<file path="src/timer_map.vh">
// register map, field positions and reset values of the 8-bit timer
// assumes a 100 MHz pclk and word-aligned APB byte addresses
`ifndef TIMER_MAP_VH
`define TIMER_MAP_VH
// ****************************************
// register byte addresses
// ****************************************
`define ADDR_CONTROL 8'h00
`define ADDR_COUNT 8'h04
`define ADDR_COMPARE 8'h08
`define ADDR_MASK 8'h0c
`define ADDR_FLAGS 8'h10
// ****************************************
// control fields
// ****************************************
`define CTL_FORCE 7
`define CTL_WAVE_LO 6
`define CTL_ACT_HI 5
`define CTL_ACT_LO 4
`define CTL_WAVE_HI 3
`define CTL_CLK_HI 2
`define CTL_CLK_LO 0
// ****************************************
// mask and flag bit positions
// ****************************************
`define BIT_COMPARE 7
`define BIT_OVERFLOW 6
// ****************************************
// waveform modes
// ****************************************
`define MODE_NORMAL 2'h0
`define MODE_PHASE 2'h1
`define MODE_CLEAR 2'h2
`define MODE_FAST 2'h3
// ****************************************
// counter limits and reset values
// ****************************************
`define COUNT_MAX 8'hff
`define COUNT_BOTTOM 8'h00
`define RESET_BYTE 8'h00
`define PRESC_WIDTH 10
`endif

</file>
<file path="src/timer8_pwm.v">
// 8-bit timer/counter with one compare channel, APB register access
// assumes synchronous APB master on pclk; ext_count_pin is asynchronous
// assumes the vector acks are one-cycle pulses from the cpu side on pclk
//
// The APB register port and the register addresses were left to the implementer.
`include "timer_map.vh"

module timer8_pwm (
  input wire pclk,
  input wire presetn,
  input wire psel,
  input wire penable,
  input wire pwrite,
  input wire [7:0] paddr,
  input wire [31:0] pwdata,
  output reg [31:0] prdata,
  output reg pready,
  output reg pslverr,
  input wire ext_count_pin,
  input wire global_irq_en,
  input wire compare_vector_ack,
  input wire overflow_vector_ack,
  input wire port_data_bit,
  input wire port_dir_bit,
  output reg compare_out_pin,
  output reg compare_out_oe,
  output reg compare_irq,
  output reg overflow_irq
);

  // ****************************************
  // state
  // ****************************************
  reg [1:0] wave_mode_sel;
  reg [1:0] compare_out_action;
  reg [2:0] count_clock_sel;
  reg [7:0] timer_count;
  reg [7:0] compare_buf;
  reg [7:0] compare_value;
  reg compare_irq_en;
  reg overflow_irq_en;
  reg compare_match_flag;
  reg overflow_flag;
  reg count_down;
  reg match_block;
  reg wave_out;
  reg [`PRESC_WIDTH-1:0] presc;
  reg ext_sync1;
  reg ext_sync2;
  reg ext_prev;

  // ****************************************
  // bus decode
  // ****************************************
  wire access = psel & penable & pready;
  wire wr = access & pwrite;
  wire wr_ctl = wr & (paddr == `ADDR_CONTROL);
  wire wr_cnt = wr & (paddr == `ADDR_COUNT);
  wire wr_cmp = wr & (paddr == `ADDR_COMPARE);
  wire wr_msk = wr & (paddr == `ADDR_MASK);
  wire wr_flg = wr & (paddr == `ADDR_FLAGS);

  function mapped;
    input [7:0] a;
    begin
      mapped = (a == `ADDR_CONTROL) | (a == `ADDR_COUNT) | (a == `ADDR_COMPARE) |
               (a == `ADDR_MASK) | (a == `ADDR_FLAGS);
    end
  endfunction

  // ****************************************
  // count clock selection
  // ****************************************
  // prescaler runs free, so a divided tick may come early after start
  // the edge detector resets low like the idle pin, so no false edge follows reset
  wire all8 = &presc[2:0];
  wire all64 = &presc[5:0];
  wire all256 = &presc[7:0];
  wire all1024 = &presc[9:0];
  wire ext_rise = ext_sync2 & ~ext_prev;
  wire ext_fall = ~ext_sync2 & ext_prev;
  reg tick;

  always @* begin
    case (count_clock_sel)
      3'h1: tick = 1'b1;
      3'h2: tick = all8;
      3'h3: tick = all64;
      3'h4: tick = all256;
      3'h5: tick = all1024;
      3'h6: tick = ext_fall;
      3'h7: tick = ext_rise;
      default: tick = 1'b0;
    endcase
  end

  always @(posedge pclk or negedge presetn) begin
    if (!presetn) begin
      presc <= {`PRESC_WIDTH{1'b0}};
      ext_sync1 <= 1'b0;
      ext_sync2 <= 1'b0;
      ext_prev <= 1'b0;
    end else begin
      presc <= presc + 1'b1;
      ext_sync1 <= ext_count_pin;
      ext_sync2 <= ext_sync1;
      ext_prev <= ext_sync2;
    end
  end

  // ****************************************
  // mode decode
  // ****************************************
  wire is_phase = (wave_mode_sel == `MODE_PHASE);
  wire is_fast = (wave_mode_sel == `MODE_FAST);
  wire is_clear = (wave_mode_sel == `MODE_CLEAR);
  wire non_pwm = ~is_phase & ~is_fast;
  wire at_max = (timer_count == `COUNT_MAX);
  wire at_bottom = (timer_count == `COUNT_BOTTOM);
  wire equal = (timer_count == compare_value);
  wire match = tick & equal & ~match_block;
  // compare at top with the upper action bit set moves the pwm edge to the turning point
  wire top_hold = (compare_value == `COUNT_MAX) & compare_out_action[1];
  wire force_cmp = wr_ctl & pwdata[`CTL_FORCE] & non_pwm;
  // a force strobe acts with the action written alongside it, not the old one
  wire [1:0] act_now = force_cmp ? pwdata[`CTL_ACT_HI:`CTL_ACT_LO] : compare_out_action;
  // the turning tick at bottom begins the up slope: a match there counts as
  // up-counting, so a bottom compare value keeps a non-inverted pin low
  wire up_slope = ~count_down | at_bottom;
  wire [1:0] new_mode = {pwdata[`CTL_WAVE_HI], pwdata[`CTL_WAVE_LO]};
  wire overflow_evt = tick & (is_phase ? (count_down & at_bottom) : at_max);
  wire load_at_top = tick & is_phase & ~count_down & at_max;
  wire load_at_bot = tick & is_fast & at_max;

  // ****************************************
  // counter and compare buffer
  // ****************************************
  // direction survives a stop, so a restarted dual-slope run may first turn at bottom
  reg [7:0] count_next;
  reg down_next;

  always @* begin
    count_next = timer_count + 8'h01;
    down_next = count_down;
    if (is_phase) begin
      if (!count_down) begin
        if (at_max) begin
          down_next = 1'b1;
          count_next = timer_count - 8'h01;
        end
      end else if (at_bottom) begin
        down_next = 1'b0;
      end else begin
        count_next = timer_count - 8'h01;
      end
    end else begin
      down_next = 1'b0;
      // a match blocked by a count write skips the clear as well
      if (is_clear & equal & ~match_block) begin
        count_next = `COUNT_BOTTOM;
      end
    end
  end

  always @(posedge pclk or negedge presetn) begin
    if (!presetn) begin
      timer_count <= `RESET_BYTE;
      count_down <= 1'b0;
      match_block <= 1'b0;
      compare_buf <= `RESET_BYTE;
      compare_value <= `RESET_BYTE;
    end else begin
      // a count write wins over a tick that falls in the same cycle
      if (wr_cnt) begin
        timer_count <= pwdata[7:0];
        match_block <= 1'b1;
      end else if (tick) begin
        timer_count <= count_next;
        count_down <= down_next;
        match_block <= 1'b0;
      end
      // the bus reads back the buffer, so software sees its last write at once
      if (wr_cmp) begin
        compare_buf <= pwdata[7:0];
      end
      if (non_pwm) begin
        compare_value <= wr_cmp ? pwdata[7:0] : compare_buf;
      end else if (load_at_top | load_at_bot) begin
        compare_value <= compare_buf;
      end
    end
  end

  // ****************************************
  // waveform output
  // ****************************************
  reg wave_next;

  always @* begin
    wave_next = wave_out;
    if (non_pwm) begin
      if (match | force_cmp) begin
        case (act_now)
          2'h1: wave_next = ~wave_out;
          2'h2: wave_next = 1'b0;
          2'h3: wave_next = 1'b1;
          default: wave_next = wave_out;
        endcase
      end
    end else if (compare_out_action[1]) begin
      if (is_fast) begin
        if (load_at_bot) begin
          wave_next = ~compare_out_action[0];
        end else if (match & ~top_hold) begin
          wave_next = compare_out_action[0];
        end
      end else if (top_hold) begin
        if (load_at_top) begin
          wave_next = ~compare_out_action[0];
        end
      end else if (match) begin
        wave_next = up_slope ? compare_out_action[0] : ~compare_out_action[0];
      end
    end
  end

  always @(posedge pclk or negedge presetn) begin
    if (!presetn) begin
      wave_out <= 1'b0;
      compare_out_pin <= 1'b0;
      compare_out_oe <= 1'b0;
    end else begin
      wave_out <= wave_next;
      // pin selection lags the wave by one cycle so the pin stays a flop
      compare_out_pin <= (compare_out_action != 2'h0) ? wave_out : port_data_bit;
      // the driver enable follows the direction bit alone; the action never drives it
      compare_out_oe <= port_dir_bit;
    end
  end

  // ****************************************
  // control, mask and flags
  // ****************************************
  always @(posedge pclk or negedge presetn) begin
    if (!presetn) begin
      wave_mode_sel <= `MODE_NORMAL;
      compare_out_action <= 2'h0;
      count_clock_sel <= 3'h0;
      compare_irq_en <= 1'b0;
      overflow_irq_en <= 1'b0;
      compare_match_flag <= 1'b0;
      overflow_flag <= 1'b0;
      compare_irq <= 1'b0;
      overflow_irq <= 1'b0;
    end else begin
      if (wr_ctl) begin
        wave_mode_sel <= new_mode;
        compare_out_action <= pwdata[`CTL_ACT_HI:`CTL_ACT_LO];
        count_clock_sel <= pwdata[`CTL_CLK_HI:`CTL_CLK_LO];
      end
      if (wr_msk) begin
        compare_irq_en <= pwdata[`BIT_COMPARE];
        overflow_irq_en <= pwdata[`BIT_OVERFLOW];
      end
      // a hardware set in the clearing cycle wins
      if (match) begin
        compare_match_flag <= 1'b1;
      end else if (compare_vector_ack | (wr_flg & pwdata[`BIT_COMPARE])) begin
        compare_match_flag <= 1'b0;
      end
      // a write of zero to a flag bit leaves it alone
      if (overflow_evt) begin
        overflow_flag <= 1'b1;
      end else if (overflow_vector_ack | (wr_flg & pwdata[`BIT_OVERFLOW])) begin
        overflow_flag <= 1'b0;
      end
      // requests are levels; the cpu side answers a taken vector with an ack pulse
      compare_irq <= compare_match_flag & compare_irq_en & global_irq_en;
      overflow_irq <= overflow_flag & overflow_irq_en & global_irq_en;
    end
  end

  // ****************************************
  // apb response
  // ****************************************
  // one wait state: pready rises the cycle after the access phase starts
  // unmapped addresses answer with an error and read zero; writes to them are dropped
  reg [7:0] rd_byte;

  always @* begin
    case (paddr)
      `ADDR_CONTROL: rd_byte = {1'b0, wave_mode_sel[0], compare_out_action,
                                wave_mode_sel[1], count_clock_sel};
      `ADDR_COUNT: rd_byte = timer_count;
      `ADDR_COMPARE: rd_byte = compare_buf;
      `ADDR_MASK: rd_byte = {compare_irq_en, overflow_irq_en, 6'h00};
      `ADDR_FLAGS: rd_byte = {compare_match_flag, overflow_flag, 6'h00};
      default: rd_byte = 8'h00;
    endcase
  end

  always @(posedge pclk or negedge presetn) begin
    if (!presetn) begin
      pready <= 1'b0;
      pslverr <= 1'b0;
      prdata <= 32'h00000000;
    end else begin
      pready <= psel & penable & ~pready;
      if (psel & penable & ~pready) begin
        pslverr <= ~mapped(paddr);
        prdata <= pwrite ? 32'h00000000 : {24'h000000, rd_byte};
      end else begin
        pslverr <= 1'b0;
        prdata <= 32'h00000000;
      end
    end
  end

endmodule // timer8_pwm

</file>
<file path="config.mk">
export PLATFORM = sky130hd
export DESIGN_NAME = timer8_pwm
export DESIGN_NICKNAME = d
export VERILOG_FILES = /design/src/timer8_pwm.v
export VERILOG_INCLUDE_DIRS = /design/src
export SDC_FILE = /design/constraint.sdc
export NUM_CORES = 1
export LEC_CHECK = 0
export ABC_AREA = 1
export BUFFER_PORTS_ARGS = -buffer_cell sky130_fd_sc_hd__buf_2
export CORE_MARGIN = 5
export CORE_UTILIZATION = 50
export DETAILED_ROUTE_END_ITERATION = 10
export PLACE_DENSITY_LB_ADDON = 0.05
export SLEW_MARGIN = 40
export SYNTH_ARGS = -nofsm -noshare
export SYNTH_HDL_FRONTEND = slang
export SYNTH_SLANG_ARGS = --single-unit
</file>
<file path="constraint.sdc">
create_clock -name pclk -period 1.9 [get_ports pclk]
set_clock_uncertainty 0.1 [all_clocks]
set_input_delay 0.19 -clock pclk [delete_from_list [all_inputs] [get_ports pclk]]
set_output_delay 0.19 -clock pclk [all_outputs]
set_load 0.05 [all_outputs]
</file>
==> impl_metrics.tcl <==
set metrics [dict create \
    clk_pin_slew_ns 0.08 \
    gp_congestion 0.907 \
    netlist_top_cells_count "nand2_1 (134), inv_1 (67), dfrtp_1 (65)" \
    wl_per_cell_um 15.2 \
    swShare_pct 30.7 \
    yosysTopAreaCellShare_pct 40.6 \
    ys_seq_elements 65 \
    drv_slew 0 \
    maxCapViolCount 0 \
    drive_gt1_share_pct 31.6 \
    power.share.clock_pct 39.2 \
    fin_ws_ns -0.107 \
    failed_checks "setup timing" \
    syn_avg_cell_area_um2 7.67 \
    tightest_slew_ns 0.629 \
    fmax_ghz 0.498 \
    dr.pass1.iters 4 \
    syn_inst 522 \
    clock_latency_ns 0.36 \
    ys_async_sr_fraction_pct 100 \
    cp_slowest_cell "dfrtp_1" \
    yosys-mux-area-fraction_pct 0 \
    post-route-drc-count 0 \
    critPathCapture "compare_value[3]" \
    seq_area_frac_synth_pct 40.6 \
    yosys.cell_types.count 46 \
    stdcell_area_um2 5350 \
    dieArea_um2 9900 \
    cts_buffer_depth 2 \
    synth.most_common_cell "nand2_1" \
    worstReg2RegEnd "compare_value[3]" \
    crit_arrival_ns 2.20 \
    syn_area_um2 4010 \
    cts-root-buf "clkbuf_8" \
    io_pins 89 \
    post-route-min-period_ns 2.01 \
    dpl_cell_area_um2 4520 \
    num_antenna_cells 0 \
    drt-initial-drc-count 201 \
    yosysWarnings 0 \
    grt_start_max_net_pins 25 \
    fill_cells 652 \
    port_buffers 40 \
    hp-class "in -> reg" \
    rrSetupSlack_ns -0.11 \
    ir_drop_uv 400 \
    worstSetupEndpointType "flop" \
    met3_usage_pct 4.42 \
    p_comb_share_pct 15.4 \
    yosys.area_share.xor_xnor_pct 4.15 \
    crit_required_ns 2.09 \
    postRouteAntennaNets 0 \
    critPathMaxFanout 6 \
    post-route-period-util_pct 106 \
    yosys-top-cells-area "dfrtp_1 (41%), nand2_1 (13%), inv_1 (6.3%)" \
    ctsHtreeMaxLevel 3 \
    met2_usage_pct 37.5 \
    setup_viol 10 \
    cts_tree "yes" \
    vias_per_cell 5.17 \
    r2r_start "presc[0]" \
    tns_ns -0.573 \
    synth_top_family_by_area "simple AND/OR/NAND/NOR gates" \
    rsz0062_at_grt "true" \
    met1_usage_pct 31.3 \
    grt_pass1_vias 3740 \
    crit_path_max_incr_delay_ns 0.42 \
    yosysTopAreaCell "dfrtp_1" \
    clock-sinks 65 \
    finalNetCount 691 \
    critPathKind "reg -> reg" \
    synth-simple-area-share_pct 28.4 \
    fin_util_pct 68.9 \
    die_x_um 99.5 \
    synth_edf_count 0 \
    cts_buffers 9 \
    grt_pass1_wl_um 18000 \
    p_int_mw 2.19 \
    leakage_nw 2.60 \
    chipHeight_um 99.5 \
    wirelength_um 11300 \
    max_slew_margin_pct 58.1 \
    vias 3835 \
    total_power_mw 3.16 \
    path_cells "ha_4, ha_4, nand2_2, a21oi_2, nand2_1, nand3_4, buf_6, nand2_4, nand3_4, buf_12, buf_6, o21ai_2" \
    grt_use_total_pct 22.9 \
    grt_antenna_before_repair 0 \
    core_area_um2 7770 \
    power_density_nw_per_um2 590 \
    cp-startpoint "presc[0]" \
    grt_overflow 0 \
    dp_hpwl_um 7970 \
    pwr-share-seq_pct 45.4 \
    area_delta_synth_final_pct 33.5 \
    synthFlopType "dfrtp_1" \
    hold_viol 0 \
    synthAdderAreaFrac_pct 1.56 \
    core.rowCount 32 \
    status "finished, violations left" \
    reg2reg_depth 12 \
    initial_core_util_pct 51.6 \
    busiest_layer "met2" \
    netSwitchingPower_mw 0.969 \
    synth-compound-area-share_pct 12.3 \
    start_kind "flop" \
]
## logic make-up after synthesis
group,after synthesis
AOI/OAI and AO/OA,76
xor gates and xnor gates,19
adders and majority gates,5
buffers and inverters,105
DFF,65
other,1
and+or+nand+nor,251
## cell type report
cell class                      count  area (µm²)  share of cell area [%]
Tap cell                          102         128                    2.39
Clock inverter                      7        77.6                    1.45
Clock buffer                        9         124                    2.32
Inverter                           71         272                    5.07
Multi-Input combinational cell    375        2280                    42.6
Timing Repair Buffer              113         841                    15.7
Sequential cell                    65        1630                    30.5
## power groups by stage
stage	combinational (mW)	sequential, mW	clock [mW]
after floorplan	0.280	1.46	0
after global placement	0.388	1.46	0
after detailed placement	0.393	1.46	0
after CTS	0.426	1.43	1.25
after global routing	0.525	1.44	1.32
final	0.485	1.43	1.24
## layout by cell type, fill, tap and decap left out, drive strengths merged, types with 7 or more instances in the layout
master and n:
o22ai 7, inv 74, nand3 39, nor3 11, conb 24, dlygate4sd3 7, nand2 140, nor2 54
a21oi 7, xor2 13, o21ai 40, buf 106, clkbuf 9, dfrtp 65
## what timing repair did
item,in CTS,in global routing
endpoints found under the hold margin,29,0
pin swaps,8,27
endpoints found under the setup margin,16,19
resized for setup,18,70
cloned,0,0
buffers inserted,13,10
hold buffers,7,0
## how the worst min path moves through the flow
stage,end,slack (ns),startpoint,depth (start not counted)
2_1_floorplan,compare_buf[0],-0.21,presetn,0
3_3_place_gp,pslverr,0.13,presetn,1
3_5_place_dp,pslverr,0.14,presetn,1
4_1_cts,pready,0.004,penable,3
5_1_grt,prdata[6],0.02,pwrite,4
6_report,pready,0.006,penable,3
## per-layer routing
layer  wire, µm  part of all wire [%]  vias to the layer above
li1           -                     -                     1857
met1       5000                    44                     1832
met2       5450                    48                      127
met3        662                   5.9                       19
met4        190                   1.7                        0
met5          0                     0                        -
## metrics by stage
stage | setup WS [ns] | hold WS, ns | instances
after CTS | -0.0254 | 0.00370 | 732
after detailed placement | -0.158 | 0.136 | 696
final | -0.107 | 0.00564 | 742
after floorplan | 0.0688 | -0.206 | 545
after global placement | -0.101 | 0.133 | 696
after global routing | -0.233 | 0.0222 | 742
## worst max-delay path: cells and delay by family, from the launching register on
| kind | cells | cell delay (ns) |
|---|---|---|
| DFF | 1 | 0.42 |
| and+or+nand+nor | 5 | 0.47 |
| buffers and inverters | 3 | 0.44 |
| adders and majority gates | 2 | 0.34 |
| AOI/OAI and AO/OA | 2 | 0.16 |
## sequential cells by signal, summed over array words and instances, names as in the netlist, 2 cells and up
name	count
compare_out_action	2
prdata	8
compare_buf	8
count_clock_sel	3
presc	10
wave_mode_sel	2
timer_count	8
compare_value	8
Note: power is estimated with default switching activity, not from simulation.
